[src/rtl/hesc_pkg.sv]
package hesc_pkg;
    localparam logic [7:0] IMG_LAST_ADDR = 8'hff;
    localparam logic [7:0] MFR_ADDR_ONE_LANG = 8'h0e;
    localparam logic [7:0] MFR_ADDR_TWO_LANG = 8'h10;
    localparam logic [7:0] EMPTY_STR_LEN = 8'h02;
    localparam logic [7:0] STR_TYPE = 8'h03;
    localparam logic [6:0] EP0_MAX_PKT = 7'h40;
    localparam logic [3:0] EP_CTRL = 4'h0;
    localparam logic [3:0] EP_INTR = 4'h1;
    localparam logic [7:0] EP1_MAX_PKT = 8'h01;
    localparam int POLL_MS = 255;
    localparam int CLK_HZ = 50000000;
    localparam int POLL_CYCLES = POLL_MS * (CLK_HZ / 1000);
    localparam int PORT_COUNT = 7;
    localparam logic [7:0] VENDOR_ID_LO = 8'h5a;
    localparam logic [7:0] VENDOR_ID_HI = 8'ha5;
    typedef enum logic [1:0] {
        HESC_PID_NONE,
        HESC_PID_IN,
        HESC_PID_OUT,
        HESC_PID_SETUP
    } hesc_pid_t;
    typedef enum logic [1:0] {
        HESC_HS_NONE,
        HESC_HS_DATA,
        HESC_HS_NAK,
        HESC_HS_STALL
    } hesc_hs_t;
    typedef enum logic [2:0] {
        HESC_DESC_DEVICE,
        HESC_DESC_QUALIFIER,
        HESC_DESC_CONFIG,
        HESC_DESC_OTHER_SPEED,
        HESC_DESC_HUB,
        HESC_DESC_STRING
    } hesc_desc_t;
endpackage
[src/rtl/hesc_link_if.sv]
`timescale 1ns/100ps
interface hesc_link_if;
    logic tok_valid;
    hesc_pkg::hesc_pid_t tok_pid;
    logic [3:0] tok_ep;
    logic [7:0] out_data;
    logic out_valid;
    logic out_last;
    logic [2:0] req_desc;
    logic [7:0] req_index;
    logic set_config;
    logic ack;
    hesc_pkg::hesc_hs_t resp_hs;
    logic resp_valid;
    logic [7:0] in_data;
    logic in_valid;
    logic in_last;
    modport hub (
        input tok_valid, tok_pid, tok_ep, out_data, out_valid, out_last, req_desc, req_index, set_config, ack,
        output resp_hs, resp_valid, in_data, in_valid, in_last
    );
    modport host (
        output tok_valid, tok_pid, tok_ep, out_data, out_valid, out_last, req_desc, req_index, set_config, ack,
        input resp_hs, resp_valid, in_data, in_valid, in_last
    );
endinterface

[src/rtl/hesc_hub_end.sv]
`timescale 1ns/100ps
// Summary of operation
// - Unsupported string programmed with length 02H
// - Unsupported string keeps type byte slot
// - Manufacturer string at 0EH or 10H
// - String fetches never pass address FF
// - Only endpoints 0 and 1 exist
// - Control packets at most 64 bytes
// - Control endpoint returns the fixed device descriptor for every non-string request
// - Endpoint 1 interrupt IN, one byte
// - Endpoint 1 dead until Set Configuration
// - Host polls endpoint 1 every 255 ms
// - NAK when nothing pending, else bitmap
// - Bit 0 flags hub status change
// - Bits 1-7 flag port changes
module hesc_hub_end (
    input wire logic clock,
    input wire logic rst_b,
    hesc_link_if.hub link,
    input wire logic two_lang,
    input wire logic hub_change,
    input wire logic [6:0] port_change,
    output logic [7:0] img_addr,
    output logic img_rd,
    input wire logic [7:0] img_data,
    output logic configured,
    output logic [7:0] change_map
);
    typedef enum logic [2:0] {
        HESC_IDLE,
        HESC_FETCH,
        HESC_SEND,
        HESC_WAIT_ACK
    } hesc_state_t;

    hesc_state_t state_reg;
    logic [7:0] desc_len_reg;
    logic [7:0] sent_reg;
    logic [6:0] pkt_cnt_reg;
    logic [7:0] sent_map_reg;
    logic [7:0] rom [0:17];
    logic [7:0] desc_byte;
    logic [7:0] str_base;
    logic [7:0] next_addr;
    logic ctrl_in;

    // Fixed device descriptor; IDs are arbitrary neutral values
    always_comb begin
        rom[0] = 8'h12;
        rom[1] = 8'h01;
        rom[2] = 8'h00;
        rom[3] = 8'h02;
        rom[4] = 8'h09;
        rom[5] = 8'h00;
        rom[6] = 8'h01;
        rom[7] = 8'h40;
        rom[8] = hesc_pkg::VENDOR_ID_LO;
        rom[9] = hesc_pkg::VENDOR_ID_HI;
        rom[10] = 8'h00;
        rom[11] = 8'h01;
        rom[12] = 8'h00;
        rom[13] = 8'h01;
        rom[14] = 8'h01;
        rom[15] = 8'h02;
        rom[16] = 8'h03;
        rom[17] = 8'h01;
    end

    // Manufacturer string base depends on language count
    assign str_base = two_lang ? hesc_pkg::MFR_ADDR_TWO_LANG : hesc_pkg::MFR_ADDR_ONE_LANG;
    assign next_addr = img_addr + 8'h01;
    assign ctrl_in = link.tok_valid && link.tok_pid == hesc_pkg::HESC_PID_IN && link.tok_ep == hesc_pkg::EP_CTRL;

    always_comb begin
        desc_byte = 8'h00;
        case (hesc_pkg::hesc_desc_t'(link.req_desc))
            hesc_pkg::HESC_DESC_STRING: desc_byte = img_data;
            default: desc_byte = (sent_reg < 8'h12) ? rom[sent_reg[4:0]] : 8'h00;
        endcase
    end

    // Configuration state
    always_ff @(posedge clock or negedge rst_b) begin
        if (!rst_b) begin
            configured <= 1'b0;
        end else if (link.set_config) begin
            configured <= 1'b1;
        end
    end

    // Change bitmap: set wins over clear, cleared only on host ack of reported bits
    always_ff @(posedge clock or negedge rst_b) begin
        if (!rst_b) begin
            change_map <= 8'h00;
        end else begin
            change_map <= (change_map & ~((state_reg == HESC_WAIT_ACK && link.ack) ? sent_map_reg : 8'h00))
                | {port_change, hub_change};
        end
    end

    // Image walk holds at the top address rather than wrapping to the start
    always_ff @(posedge clock or negedge rst_b) begin
        if (!rst_b) begin
            img_addr <= 8'h00;
            img_rd <= 1'b0;
        end else begin
            img_rd <= 1'b0;
            case (state_reg)
                HESC_IDLE: begin
                    if (ctrl_in && sent_reg == 8'h00) begin
                        img_addr <= str_base + link.req_index;
                    end
                    img_rd <= ctrl_in;
                end
                HESC_SEND: begin
                    if (img_addr != hesc_pkg::IMG_LAST_ADDR) begin
                        img_addr <= next_addr;
                        img_rd <= 1'b1;
                    end
                end
                default: img_rd <= 1'b0;
            endcase
        end
    end

    // Endpoint handling
    always_ff @(posedge clock or negedge rst_b) begin
        if (!rst_b) begin
            state_reg <= HESC_IDLE;
            desc_len_reg <= 8'h00;
            sent_reg <= 8'h00;
            pkt_cnt_reg <= 7'h00;
            sent_map_reg <= 8'h00;
            link.resp_hs <= hesc_pkg::HESC_HS_NONE;
            link.resp_valid <= 1'b0;
            link.in_data <= 8'h00;
            link.in_valid <= 1'b0;
            link.in_last <= 1'b0;
        end else begin
            link.resp_valid <= 1'b0;
            link.in_valid <= 1'b0;
            link.in_last <= 1'b0;
            case (state_reg)
                HESC_IDLE: begin
                    if (link.tok_valid && link.tok_pid == hesc_pkg::HESC_PID_IN) begin
                        if (link.tok_ep == hesc_pkg::EP_INTR && configured) begin
                            if (change_map == 8'h00) begin
                                link.resp_hs <= hesc_pkg::HESC_HS_NAK;
                                link.resp_valid <= 1'b1;
                            end else begin
                                link.resp_hs <= hesc_pkg::HESC_HS_DATA;
                                link.resp_valid <= 1'b1;
                                link.in_data <= change_map;
                                link.in_valid <= 1'b1;
                                link.in_last <= 1'b1;
                                sent_map_reg <= change_map;
                                state_reg <= HESC_WAIT_ACK;
                            end
                        end else if (link.tok_ep == hesc_pkg::EP_CTRL) begin
                            pkt_cnt_reg <= 7'h00;
                            if (sent_reg == 8'h00) begin
                                desc_len_reg <= (link.req_desc == hesc_pkg::HESC_DESC_STRING) ? 8'h00 : rom[0];
                            end
                            state_reg <= HESC_FETCH;
                        end else begin
                            link.resp_hs <= hesc_pkg::HESC_HS_STALL;
                            link.resp_valid <= 1'b1;
                        end
                    end else if (link.tok_valid && link.tok_pid == hesc_pkg::HESC_PID_SETUP) begin
                        sent_reg <= 8'h00;
                    end else if (link.tok_valid && link.tok_pid == hesc_pkg::HESC_PID_OUT) begin
                        link.resp_hs <= (link.tok_ep == hesc_pkg::EP_CTRL) ? hesc_pkg::HESC_HS_DATA
                            : hesc_pkg::HESC_HS_STALL;
                        link.resp_valid <= 1'b1;
                    end
                end
                HESC_FETCH: begin
                    if (desc_len_reg == 8'h00 && link.req_desc == hesc_pkg::HESC_DESC_STRING) begin
                        desc_len_reg <= img_data;
                    end
                    state_reg <= HESC_SEND;
                end
                HESC_SEND: begin
                    link.resp_hs <= hesc_pkg::HESC_HS_DATA;
                    link.resp_valid <= (pkt_cnt_reg == 7'h00);
                    link.in_data <= desc_byte;
                    link.in_valid <= 1'b1;
                    sent_reg <= sent_reg + 8'h01;
                    pkt_cnt_reg <= pkt_cnt_reg + 7'h01;
                    // Stop at descriptor end, packet limit, or image boundary
                    if (sent_reg + 8'h01 >= desc_len_reg || pkt_cnt_reg + 7'h01 == hesc_pkg::EP0_MAX_PKT
                        || (link.req_desc == hesc_pkg::HESC_DESC_STRING
                        && img_addr == hesc_pkg::IMG_LAST_ADDR)) begin
                        link.in_last <= 1'b1;
                        if (sent_reg + 8'h01 >= desc_len_reg) begin
                            sent_reg <= 8'h00;
                        end
                        state_reg <= HESC_IDLE;
                    end
                end
                HESC_WAIT_ACK: begin
                    if (link.ack || (link.tok_valid && link.tok_pid == hesc_pkg::HESC_PID_IN)) begin
                        state_reg <= HESC_IDLE;
                    end
                end
                default: state_reg <= HESC_IDLE;
            endcase
        end
    end
endmodule

[src/flat_wrapper.sv]
// flat-port wrapper written by rule: the top's interface ports become plain ports
module hesc_hub_end_flat 
  (clock, rst_b, two_lang, hub_change, port_change, img_addr, img_rd, img_data, configured, change_map, link_tok_valid, link_tok_pid, link_tok_ep, link_out_data, link_out_valid, link_out_last, link_req_desc, link_req_index, link_set_config, link_ack, link_resp_hs, link_resp_valid, link_in_data, link_in_valid, link_in_last);
  hesc_link_if link_i ();
  input wire logic clock;
  input wire logic rst_b;
  input wire logic two_lang;
  input wire logic hub_change;
  input wire logic [6:0] port_change;
  output logic [7:0] img_addr;
  output logic img_rd;
  input wire logic [7:0] img_data;
  output logic configured;
  output logic [7:0] change_map;
  input wire logic [$bits(link_i.tok_valid)-1:0] link_tok_valid;
  input wire logic [$bits(link_i.tok_pid)-1:0] link_tok_pid;
  input wire logic [$bits(link_i.tok_ep)-1:0] link_tok_ep;
  input wire logic [$bits(link_i.out_data)-1:0] link_out_data;
  input wire logic [$bits(link_i.out_valid)-1:0] link_out_valid;
  input wire logic [$bits(link_i.out_last)-1:0] link_out_last;
  input wire logic [$bits(link_i.req_desc)-1:0] link_req_desc;
  input wire logic [$bits(link_i.req_index)-1:0] link_req_index;
  input wire logic [$bits(link_i.set_config)-1:0] link_set_config;
  input wire logic [$bits(link_i.ack)-1:0] link_ack;
  output wire logic [$bits(link_i.resp_hs)-1:0] link_resp_hs;
  output wire logic [$bits(link_i.resp_valid)-1:0] link_resp_valid;
  output wire logic [$bits(link_i.in_data)-1:0] link_in_data;
  output wire logic [$bits(link_i.in_valid)-1:0] link_in_valid;
  output wire logic [$bits(link_i.in_last)-1:0] link_in_last;
  assign link_i.tok_valid = link_tok_valid;
  assign link_i.tok_pid = link_tok_pid;
  assign link_i.tok_ep = link_tok_ep;
  assign link_i.out_data = link_out_data;
  assign link_i.out_valid = link_out_valid;
  assign link_i.out_last = link_out_last;
  assign link_i.req_desc = link_req_desc;
  assign link_i.req_index = link_req_index;
  assign link_i.set_config = link_set_config;
  assign link_i.ack = link_ack;
  assign link_resp_hs = link_i.resp_hs;
  assign link_resp_valid = link_i.resp_valid;
  assign link_in_data = link_i.in_data;
  assign link_in_valid = link_i.in_valid;
  assign link_in_last = link_i.in_last;
  hesc_hub_end u_core (.clock(clock), .rst_b(rst_b), .link(link_i), .two_lang(two_lang), .hub_change(hub_change), .port_change(port_change), .img_addr(img_addr), .img_rd(img_rd), .img_data(img_data), .configured(configured), .change_map(change_map));
endmodule
[config.mk]
export PLATFORM = sky130hd
export DESIGN_NAME = hesc_hub_end_flat
export DESIGN_NICKNAME = d
export VERILOG_FILES = /design/src/rtl/hesc_pkg.sv /design/src/rtl/hesc_link_if.sv /design/src/rtl/hesc_hub_end.sv /design/src/flat_wrapper.sv
export SDC_FILE = /design/constraint.sdc
export NUM_CORES = 1
export LEC_CHECK = 0
export BUFFER_PORTS_ARGS = -buffer_cell sky130_fd_sc_hd__buf_2
export CAP_MARGIN = 30
export CORE_UTILIZATION = 55
export CTS_CLUSTER_DIAMETER = 150
export DETAILED_ROUTE_END_ITERATION = 6
export MAX_ROUTING_LAYER = met4
export PLACE_DENSITY = 0.8
export SLEW_MARGIN = 20
export SYNTH_ARGS = -nofsm -noshare
export SYNTH_HDL_FRONTEND = slang
export SYNTH_SLANG_ARGS = --single-unit
export TNS_END_PERCENT = 5
[constraint.sdc]
create_clock -name clock -period 4.11 [get_ports clock]
set_input_delay 0.411 -clock clock [delete_from_list [all_inputs] [get_ports clock]]
set_output_delay 0.411 -clock clock [all_outputs]
set_load 0.005 [all_outputs]
==> results of run 1 <==
## final timing paths
path                                         from                      to  slack, ps
max                            u_core.sent_reg[0]      u_core.sent_reg[4]       1050
min                                         rst_b   u_core.pkt_cnt_reg[4]        110
max reg2reg                    u_core.sent_reg[0]      u_core.sent_reg[4]       1050
min reg2reg                u_core.sent_map_reg[6]  u_core.sent_map_reg[6]        510
max in group asynchronous                   rst_b      u_core.sent_reg[1]       3310
min in group clock                 port_change[5]    u_core.change_map[6]        230
## logic make-up (layout without fill, tap and decap cells)
kind of cell | Yosys count | count (layout)
simple gates | 149 | 149
mux | 23 | 23
xor+xnor | 14 | 14
buf+inv | 37 | 110
fa+ha+maj | 20 | 20
compound gates | 102 | 102
flops | 64 | 64
## per-layer routing
| layer | part of all wire | global-route usage | vias up |
|---|---|---|---|
| li1 | - | - | 1611 |
| met2 | 0.48 | 0.416 | 99 |
| met3 | 0.043 | 0.0568 | 17 |
| met5 | 0 | - | - |
| met4 | 0.017 | 0.103 | 0 |
| met1 | 0.46 | 0.345 | 1647 |
## placed cells by master, fill, tap and decap left out, types with 3 or more instances in the layout
master / instances
mux2i_1: 9
nand2b_1: 4
nor4_1: 4
mux2_2: 14
nor2b_1: 7
nor3b_1: 4
and3_1: 5
a22o_1: 8
nor3_1: 4
o22ai_1: 3
xnor2_1: 7
nor4_4: 3
inv_1: 21
a21oi_1: 22
a31oi_1: 8
clkbuf_8: 9
a21o_1: 10
nand3b_1: 3
dfrtp_1: 64
buf_2: 69
ha_1: 19
nand3_1: 18
nand4_1: 5
o21ai_0: 26
xor2_1: 7
clkinv_4: 4
nor2_1: 26
nand2_1: 52
## stage by stage
stage	cell area [µm²]	setup WS, ps
finish	4480	1050
global route	4480	780
CTS	4480	1060
detailed placement	4260	1120
global placement	4230	1230
floorplan	3830	1590
## synth_stat cells, drive strengths merged, types with 7 or more instances
master  number  area [µm²]
a21oi       24         128
clkbuf       8        30.0
nor2b        7        43.8
mux2i        9        90.1
a31oi        9        62.6
dfrtp       64        1600
nand2       54         208
mux2        14         158
inv         21        78.8
a21o        10        75.1
ha          19         238
xnor2        7        61.3
nand3       18        90.1
xor2         7        61.3
nor2        28         110
buf          7        36.3
a22o         8        70.1
nor4         7        88.8
o21ai       26         130
## area by class of cell
| cell class | count | share of cell area |
|---|---|---|
| multi-input cells | 308 | 0.465 |
| repair buffers | 72 | 0.0865 |
| flip-flops and latches | 64 | 0.357 |
| well taps | 80 | 0.0223 |
| clock buffers | 9 | 0.0276 |
| clock inverters | 7 | 0.0232 |
| inverters | 22 | 0.0184 |
## power by group through the flow
stage / logic (µW) / clock network, µW / registers [µW]
after floorplan: 729 / 0 / 942
after global placement: 937 / 0 / 1000
after detailed placement: 977 / 0 / 1010
after CTS: 989 / 628 / 1000
after global routing: 1110 / 652 / 1030
final: 988 / 620 / 1010
## worst reg2reg max path: stages (launching register included)
cell     delay [ps]
dfrtp_1         580
ha_1            240
nand3_1         170
nor2_1          190
xor2_1          220
ha_1            290
a41o_1          240
a21oi_1         140
o21ai_0         180
nor2_1          490
a221o_1         240
==> results.sh, run 1 <==
export IMPL_status="complete, no violations"
export IMPL_cp_top_family="simple AND/OR/NAND/NOR gates"
export IMPL_min_period_ps=3060
export IMPL_p_leak_uw=0.00202
export IMPL_syn_num_nets=478
export IMPL_die_area_mm2=0.00731
export IMPL_seq_area_mm2=0.00160
export IMPL_final_setup_viol_count=0
export IMPL_drive_gt1_frac=0.239
export IMPL_synth_seq_cells=64
export IMPL_slew_violations=0
export IMPL_tightest_slew_ps=735
export IMPL_vias=3374
export IMPL_grt_pass1_wl_mm=14.7
export IMPL_coreArea_mm2=0.00676
export IMPL_utilization=0.664
export IMPL_fin_crit_sh=0.745
export IMPL_gp_congestion=0.851
export IMPL_groute_usage_overall=0.267
export IMPL_async_flop_share=1.00
export IMPL_avgSynthCellArea_um2=9.37
export IMPL_synth_ff_type="dfrtp_1"
export IMPL_multi_input_area_mm2=0.00208
export IMPL_yosysWarningCount=0
export IMPL_criticalPathCategory="flop to flop"
export IMPL_route_detailed_drc=0
export IMPL_fin_skew_ps=7.62
export IMPL_post_cts_buffers=0
export IMPL_cts_sinks=64
export IMPL_cp_depth=10
export IMPL_synth_simple_gate_area_frac=0.203
export IMPL_ir_drop_mv=0.320
export IMPL_hold_path_class="primary input to asynchronous set/reset pin"
export IMPL_start_util=0.567
export IMPL_h_tree_depth=3
export IMPL_instances_no_fill=562
export IMPL_finalPower_uw=2620
export IMPL_n_antenna_cell=0
export IMPL_slew_limit_headroom=0.505
export IMPL_nets=546
export IMPL_antenna_found_initial=0
export IMPL_critPathSlowestCell="dfrtp_1"
export IMPL_wl_mm=8.99
export IMPL_synth_xor_area_frac=0.0320
export IMPL_vias_per_cell=6.00
export IMPL_die_y_um=85.5
export IMPL_yosys_area_share_adder=0.0672
export IMPL_die_w_um=85.5
export IMPL_critPathCaptureType="flop"
export IMPL_grt_max_degree=30
export IMPL_timing_hold_ws_ps=113
export IMPL_seq_area_frac_synth=0.418
export IMPL_ys_types=60
export IMPL_syn_inst=409
export IMPL_seq_power_share=0.385
export IMPL_cp_max_fo=12
export IMPL_rr_worst_depth=10
export IMPL_power_per_cell_area_mw_per_mm2=583
export IMPL_hpwlAfterDp_mm=6.55
export IMPL_swShare=0.390
export IMPL_clk_latency_ps=360
export IMPL_numCtsBuffers=9
export IMPL_clock_tree_root_cell="clkbuf_8"
export IMPL_io_pin_count=80
export IMPL_io_buffers=69
export IMPL_dr_pass1_iters=4
export IMPL_fin_setup_tns_ps=0
export IMPL_grt_pass1_vias=3226
export IMPL_start_kind="flop"
export IMPL_final_hold_viol_count=0
export IMPL_combPwrFrac=0.378
export IMPL_rows=30
export IMPL_post_cts_resize_count=0
export IMPL_area_delta_synth_final_pct=16.9
export IMPL_p_int_uw=1590
export IMPL_path_buf_inv=0
export IMPL_n_fill_cell=552
export IMPL_grt_overflow=0
export IMPL_cts_tree="yes"
export IMPL_worst_ep_required_time_ps=4400
export IMPL_wl_per_cell_um=16.0
export IMPL_rsz0062_at_grt="false"
export IMPL_clkPwrFrac=0.237
export IMPL_cts_buffer_depth=2
export IMPL_p_sw_uw=1020
export IMPL_cp_slowest_stage_delay_ps=580
export IMPL_synth_top_family_by_area="simple AND/OR/NAND/NOR gates"
export IMPL_drtIter0Drc=204
export IMPL_ctsHoldBuffers=0
export IMPL_max_cap_viol_count=0
export IMPL_synth_compound_area_frac=0.176
export IMPL_cp_arrival_ps=3350
export IMPL_synth_edf_count=0
export IMPL_syn_area_mm2=0.00383
export IMPL_clk_pin_slew_ps=70
export IMPL_numPlacedInstances=546
export IMPL_max_freq_ghz=0.327
export IMPL_ant_nets=0
export IMPL_path_cells="ha_1, nand3_1, nor2_1, xor2_1, ha_1, a41o_1, a21oi_1, o21ai_0, nor2_1, a221o_1"
export IMPL_synthMuxAreaShare=0.0646
Note: power is estimated with default switching activity, not from simulation.
==> run 2: changes to the inputs <==
--- a/config.mk
+++ b/config.mk
@@ -5,6 +5,7 @@
 export SDC_FILE = /design/constraint.sdc
 export NUM_CORES = 1
 export LEC_CHECK = 0
+export ABC_AREA = 1
 export BUFFER_PORTS_ARGS = -buffer_cell sky130_fd_sc_hd__buf_2
 export CAP_MARGIN = 30
 export CORE_UTILIZATION = 55
==> constraint.sdc (replaced) <==
create_clock -name clock -period 3.2 [get_ports clock]
set_input_delay 0.32 -clock clock [delete_from_list [all_inputs] [get_ports clock]]
set_output_delay 0.32 -clock clock [all_outputs]
set_load 0.005 [all_outputs]
==> run 2 against run 1 <==
Compared with the run above: first-iteration DRC count increased by 16%; die area grew 0.80%; core utilization is 0.15 points lower; final cell count is 20% higher; via count rose by 8.5%; global-route usage grew 0.75 points; combinational power is 78% higher; critical path depth increased by 3; routed wire length grew 2.9%; critical path type unchanged; critical endpoint is now u_core.sent_reg[3].
==> results.sh, run 2 <==
export IMPL_final_common_cell="nand2_1"
export IMPL_async_flop_share=1.00
export IMPL_tightest_slew_ps=800
export IMPL_final_setup_viol_count=0
export IMPL_cts_buffer_depth=2
export IMPL_synth_ff_type="dfrtp_1"
export IMPL_ir_drop_mv=0.382
export IMPL_synth_seq_cells=64
export IMPL_cts_tree="yes"
export IMPL_seq_area_frac_synth=0.414
export IMPL_synthTopCellsByArea="dfrtp_1 41%, nand2_1 9.7%, inv_1 7.0%"
export IMPL_yosysWarningCount=0
export IMPL_post_cts_resize_count=0
export IMPL_cp_slowest_stage_delay_ps=540
export IMPL_clk_pin_slew_ps=80
export IMPL_slew_limit_headroom=0.467
export IMPL_rr_worst_depth=13
export IMPL_die_y_um=85.8
export IMPL_route_met2_wl_mm=4.42
export IMPL_met3RoutedLength_um=487
export IMPL_swShare=0.445
export IMPL_h_tree_depth=3
export IMPL_vias_per_cell=5.41
export IMPL_synth_most_common_cell="nand2_1"
export IMPL_antenna_found_initial=0
export IMPL_design_area_mm2=0.00450
export IMPL_seq_power_share=0.340
export IMPL_syn_num_nets=574
export IMPL_area_delta_synth_final_pct=16.4
export IMPL_clkPwrFrac=0.209
export IMPL_hold_path_class="primary input to asynchronous set/reset pin"
export IMPL_vias=3662
export IMPL_p_leak_uw=0.00235
export IMPL_die_w_um=85.8
export IMPL_reg2reg_from="u_core.sent_reg[2]"
export IMPL_p_sw_uw=1740
export IMPL_post_cts_buffers=0
export IMPL_m1WireLength_mm=4.20
export IMPL_nets=645
export IMPL_synth_edf_count=0
export IMPL_fin_setup_tns_ps=0
export IMPL_n_fill_cell=573
export IMPL_wl_mm=9.25
export IMPL_critPathCaptureType="flop"
export IMPL_fin_skew_ps=7.02
export IMPL_clock_tree_root_cell="clkbuf_8"
export IMPL_r2r_end="u_core.sent_reg[3]"
export IMPL_start_util=0.569
export IMPL_combPwrFrac=0.451
export IMPL_critPathSlowestCell="dfrtp_1"
export IMPL_max_cap_viol_count=0
export IMPL_numPlacedInstances=661
export IMPL_grt_pass1_wl_mm=15.1
export IMPL_start_kind="flop"
export IMPL_p_int_uw=2170
export IMPL_ys_types=36
export IMPL_ctsHoldBuffers=0
export IMPL_groute_usage_overall=0.275
export IMPL_synth_top_area_share=0.414
export IMPL_place_ws_ps=530
export IMPL_cp_depth=13
export IMPL_timing_hold_ws_ps=134
export IMPL_placed_area_mm2=0.00427
export IMPL_status="complete, no violations"
export IMPL_final_hold_viol_count=0
export IMPL_grt_max_degree=65
export IMPL_grt_pass1_vias=3297
export IMPL_max_freq_ghz=0.362
export IMPL_instances_no_fill=677
export IMPL_power_per_cell_area_mw_per_mm2=868
export IMPL_dr_pass1_iters=7
export IMPL_path_cells="nand3_1, nor3_1, nand2_1, xor2_1, inv_1, ha_1, a21oi_1, o21ai_0, a21oi_1, nand2_1, inv_1, nand2_1, o21ai_0"
export IMPL_avgSynthCellArea_um2=7.65
export IMPL_cts_sinks=64
export IMPL_io_pin_count=80
export IMPL_drtIter0Drc=237
export IMPL_numCtsBuffers=9
export IMPL_gp_congestion=0.871
export IMPL_slew_violations=0
export IMPL_cp_arrival_ps=3030
export IMPL_layout_setup_ws_ps=435
export IMPL_n_antenna_cell=0
export IMPL_highest_layer="met4"
export IMPL_drive_gt1_frac=0.205
export IMPL_yosysTopAreaCell="dfrtp_1"
export IMPL_criticalPathCategory="flop to flop"
export IMPL_route_detailed_drc=0
export IMPL_die_area_mm2=0.00737
export IMPL_cp_startpoint="u_core.sent_reg[2]"
export IMPL_ant_nets=0
export IMPL_io_buffers=69
export IMPL_cp_top_family="simple AND/OR/NAND/NOR gates"
export IMPL_fin_crit_sh=0.864
export IMPL_yosys_top_cells_count="100 x nand2_1, 72 x inv_1, 64 x dfrtp_1, 47 x o21ai_0, 45 x nor2_1"
export IMPL_crit_top_cell="nand2_1"
export IMPL_wl_per_cell_um=13.7
export IMPL_rsz0062_at_grt="false"
export IMPL_cp_max_fo=11
export IMPL_rows=30
export IMPL_clk_latency_ps=350
export IMPL_path_buf_inv=2
export IMPL_rrSetupSlack_ps=430
export IMPL_worst_ep_required_time_ps=3470
export IMPL_grt_overflow=0
export IMPL_coreArea_mm2=0.00679
export IMPL_final_cell_mix="100 x nand2_1, 72 x inv_1, 69 x buf_2, 64 x dfrtp_1, 47 x o21ai_0"
export IMPL_min_period_ps=2770
export IMPL_syn_area_mm2=0.00386
export IMPL_syn_inst=505
export IMPL_setup_worst_path_end="u_core.sent_reg[3]"
export IMPL_hpwlAfterDp_mm=6.73
==> run 2: cell types whose count changed after synthesis, moves of 9 or more <==
cell,previous run,this run
nand2_1,52,100
nor2_1,26,45
a21o_1,10,0
o21ai_0,26,47
inv_1,21,72
nand3_1,18,42
o21ai_2,0,9
mux2i_1,9,0
mux2_2,14,0
==> run 2: worst min path at each step <==
stage	from	end	slack, ps	cells after the start
2_1_floorplan	rst_b	u_core.change_map[0]	20	0
3_3_place_gp	u_core.link.in_data[7]	u_core.link.in_data[7]	460	2
3_5_place_dp	u_core.sent_map_reg[4]	u_core.sent_map_reg[4]	470	2
4_1_cts	link_set_config	u_core.configured	150	2
5_1_grt	link_set_config	u_core.configured	130	2
6_report	rst_b	u_core.desc_len_reg[2]	130	2
==> run 2: cells by family (layout without fill, tap and decap cells) <==
| kind of cell | count (synthesis) | in the layout | share of synthesized area |
|---|---|---|---|
| simple gates | 220 | 220 | 0.252 |
| compound gates | 108 | 108 | 0.164 |
| buf+inv | 90 | 166 | 0.0958 |
| flops | 64 | 64 | 0.414 |
| fa+ha+maj | 20 | 20 | 0.0667 |
| xor+xnor | 3 | 3 | 0.00680 |
==> run 2: final cells by class <==
| class | count | area [µm²] | area share |
|---|---|---|---|
| Clock buffer | 9 | 124 | 0.0275 |
| Inverter | 79 | 297 | 0.0659 |
| Multi-Input combinational cell | 351 | 1890 | 0.421 |
| Sequential cell | 64 | 1600 | 0.356 |
| Clock inverter | 7 | 103 | 0.0228 |
| Tap cell | 96 | 120 | 0.0267 |
| Timing Repair Buffer | 71 | 360 | 0.0801 |
==> run 2: power groups by stage <==
| stage | logic [µW] | clock network [µW] | registers (µW) |
|---|---|---|---|
| 6_report | 1760 | 815 | 1330 |
| 5_1_grt | 2000 | 858 | 1360 |
| 4_1_cts | 1760 | 817 | 1330 |
| 3_5_place_dp | 1740 | 0 | 1330 |
| 3_3_place_gp | 1680 | 0 | 1330 |
| 2_1_floorplan | 1290 | 0 | 1280 |
==> run 2: metal layers <==
layer	track usage	vias to the layer above
met2	0.425	119
met3	0.0443	14
met5	-	-
met4	0.120	0
li1	-	1810
met1	0.360	1719
==> run 2: stage by stage <==
stage | utilization | power, µW
finish | 0.662 | 3910
global route | 0.662 | 4220
CTS | 0.662 | 3900
detailed placement | 0.629 | 3080
global placement | 0.629 | 3010
floorplan | - | 2570
==> run 3: changes to the inputs <==
--- a/config.mk
+++ b/config.mk
@@ -5,7 +5,6 @@
 export SDC_FILE = /design/constraint.sdc
 export NUM_CORES = 1
 export LEC_CHECK = 0
-export ABC_AREA = 1
 export BUFFER_PORTS_ARGS = -buffer_cell sky130_fd_sc_hd__buf_2
 export CAP_MARGIN = 30
 export CORE_UTILIZATION = 55
==> run 3 against run 2 <==
Compared with the run above: cell area down 0.56%; clock power down 11%; count of clock-buffer cells in the layout stayed put; global-route usage is 0.19 points lower; worst hold slack gained 8.4 ps; largest cell class unchanged.
==> results.sh, run 3 (synthesis gave the netlist of run 1 again) <==
export IMPL_p_int_uw=1990
export IMPL_fin_setup_tns_ps=0
export IMPL_area_delta_synth_final_pct=16.7
export IMPL_max_freq_ghz=0.350
export IMPL_clock_tree_root_cell="clkbuf_8"
export IMPL_min_period_ps=2860
export IMPL_final_cell_mix="69 x buf_2, 64 x dfrtp_1, 52 x nand2_1, 26 x o21ai_0, 25 x nor2_1"
export IMPL_utilization=0.662
export IMPL_finalPower_uw=3330
export IMPL_fin_crit_sh=0.893
export IMPL_grt_pass1_vias=3200
export IMPL_vias=3350
export IMPL_n_antenna_cell=0
export IMPL_grt_overflow=0
export IMPL_combPwrFrac=0.402
export IMPL_die_area_mm2=0.00731
export IMPL_gp_congestion=0.852
export IMPL_cp_slowest_stage_delay_ps=630
export IMPL_start_kind="flop"
export IMPL_status="complete, no violations"
export IMPL_p_leak_uw=0.00201
export IMPL_rsz0062_at_grt="false"
export IMPL_drtIter0Drc=278
export IMPL_io_pin_count=80
export IMPL_grt_max_degree=43
export IMPL_hold_path_class="primary input to flop"
export IMPL_final_hold_viol_count=0
export IMPL_drive_gt1_frac=0.245
export IMPL_grt_pass1_wl_mm=15.0
export IMPL_io_buffers=69
export IMPL_route_detailed_drc=0
export IMPL_crit_top_cell="o21ai_0"
export IMPL_groute_usage_overall=0.273
export IMPL_nets=550
export IMPL_final_common_cell="buf_2"
export IMPL_clk_latency_ps=360
export IMPL_wl_mm=9.14
export IMPL_power_per_cell_area_mw_per_mm2=743
export IMPL_numCtsBuffers=9
export IMPL_dr_pass1_iters=5
export IMPL_max_cap_viol_count=0
export IMPL_path_cells="nand3_1, nor2_1, xor2_1, ha_1, and4_1, o21ai_0, o21ai_0, nor2_2, a221o_1"
export IMPL_worst_ep_required_time_ps=3440
export IMPL_cp_max_fo=14
export IMPL_clkPwrFrac=0.218
export IMPL_slew_limit_headroom=0.494
export IMPL_cts_tree="yes"
export IMPL_tightest_slew_ps=752
export IMPL_hpwlAfterDp_mm=6.72
export IMPL_path_buf_inv=0
export IMPL_h_tree_depth=3
export IMPL_design_area_mm2=0.00447
export IMPL_n_fill_cell=546
export IMPL_die_w_um=85.5
export IMPL_slew_violations=0
export IMPL_clk_pin_slew_ps=80
export IMPL_swShare=0.402
export IMPL_timing_hold_ws_ps=142
export IMPL_ant_nets=0
export IMPL_rows=30
export IMPL_antenna_found_initial=0
export IMPL_criticalPathCategory="flop to flop"
export IMPL_cp_top_family="simple AND/OR/NAND/NOR gates"
export IMPL_vias_per_cell=5.92
export IMPL_critPathCaptureType="flop"
export IMPL_coreArea_mm2=0.00676
export IMPL_seq_power_share=0.380
export IMPL_die_y_um=85.5
export IMPL_start_util=0.567
export IMPL_final_setup_viol_count=0
export IMPL_fin_skew_ps=17.9
export IMPL_cts_buffer_depth=2
export IMPL_cp_arrival_ps=3100
export IMPL_ir_drop_mv=0.450
export IMPL_wl_per_cell_um=16.1
export IMPL_p_sw_uw=1340
export IMPL_critPathSlowestCell="dfrtp_1"
export IMPL_cts_sinks=64
export IMPL_placed_area_mm2=0.00426
==> run 3: cell types whose count changed in the layout (fill, tap and decap cells not counted), moves of 7 or more <==
cell	previous run	this run
inv_1	72	21
nand2_1	100	52
nand3_1	42	18
o21ai_0	47	26
nor2_1	45	25
mux2_2	0	14
a21o_1	0	10
mux2i_1	0	9
o21ai_2	9	0
a22o_1	1	8
inv_2	7	0
nor2b_1	0	7
xnor2_1	0	7
==> run 3: power groups by stage <==
stage	registers (µW)	clock network [µW]	logic [µW]
final	1260	726	1340
after floorplan	1210	0	936
after global placement	1260	0	1260
after detailed placement	1270	0	1330
after CTS	1260	733	1330
after global routing	1300	758	1500
==> run 3: metal layers <==
metal  GRT usage  wire length (µm)  share of wire  up-vias
li1            -                 -              -     1622
met1       0.359              4100           0.45     1607
met3      0.0423               375          0.041       19
met4       0.120               226          0.025        0
met5           -                 0              0        -
met2       0.422              4440           0.49      102
==> run 3: worst register-to-register path, delay by kind of cell, from the launching register on <==
kind | cells | cell delay, ps
xor+xnor | 1 | 110
compound gates | 3 | 830
flops | 1 | 630
simple gates | 4 | 860
fa+ha+maj | 1 | 320
==> run 3: timing repair <==
item	CTS	global route
endpoints found under the hold margin	22	0
hold buffers	1	0
setup endpoints to repair	0	5
buffers inserted	0	0
gates resized for setup	0	1
==> run 3: worst paths after layout <==
| path | from | end | slack (ps) | depth (start not counted) |
|---|---|---|---|---|
| worst max-delay path | u_core.sent_reg[2] | u_core.sent_reg[4] | 340 | 9 |
| worst min-delay path | port_change[3] | u_core.change_map[4] | 140 | 2 |
| worst max register to register | u_core.sent_reg[2] | u_core.sent_reg[4] | 340 | 9 |
| worst min register to register | u_core.link.resp_hs[0] | u_core.link.resp_hs[0] | 500 | 1 |
| max in group asynchronous | rst_b | u_core.sent_map_reg[3] | 1810 | 3 |
| min in group asynchronous | rst_b | u_core.sent_reg[7] | 460 | 2 |
==> run 3: per-stage QoR <==
step           setup WS [ps]  cells
3_5_place_dp             344    549
5_1_grt                  171    566
6_report                 342    566
4_1_cts                  309    566
3_3_place_gp             466    549
2_1_floorplan            681    409
==> run 3: final cells by class <==
cell class	instances	area, µm²	area share
clock buffers	9	124	0.0277
well taps	80	100	0.0224
inverters	22	82.6	0.0185
repair buffers	76	400	0.0895
multi-input cells	308	2090	0.466
clock inverters	7	78.8	0.0176
flip-flops and latches	64	1600	0.358
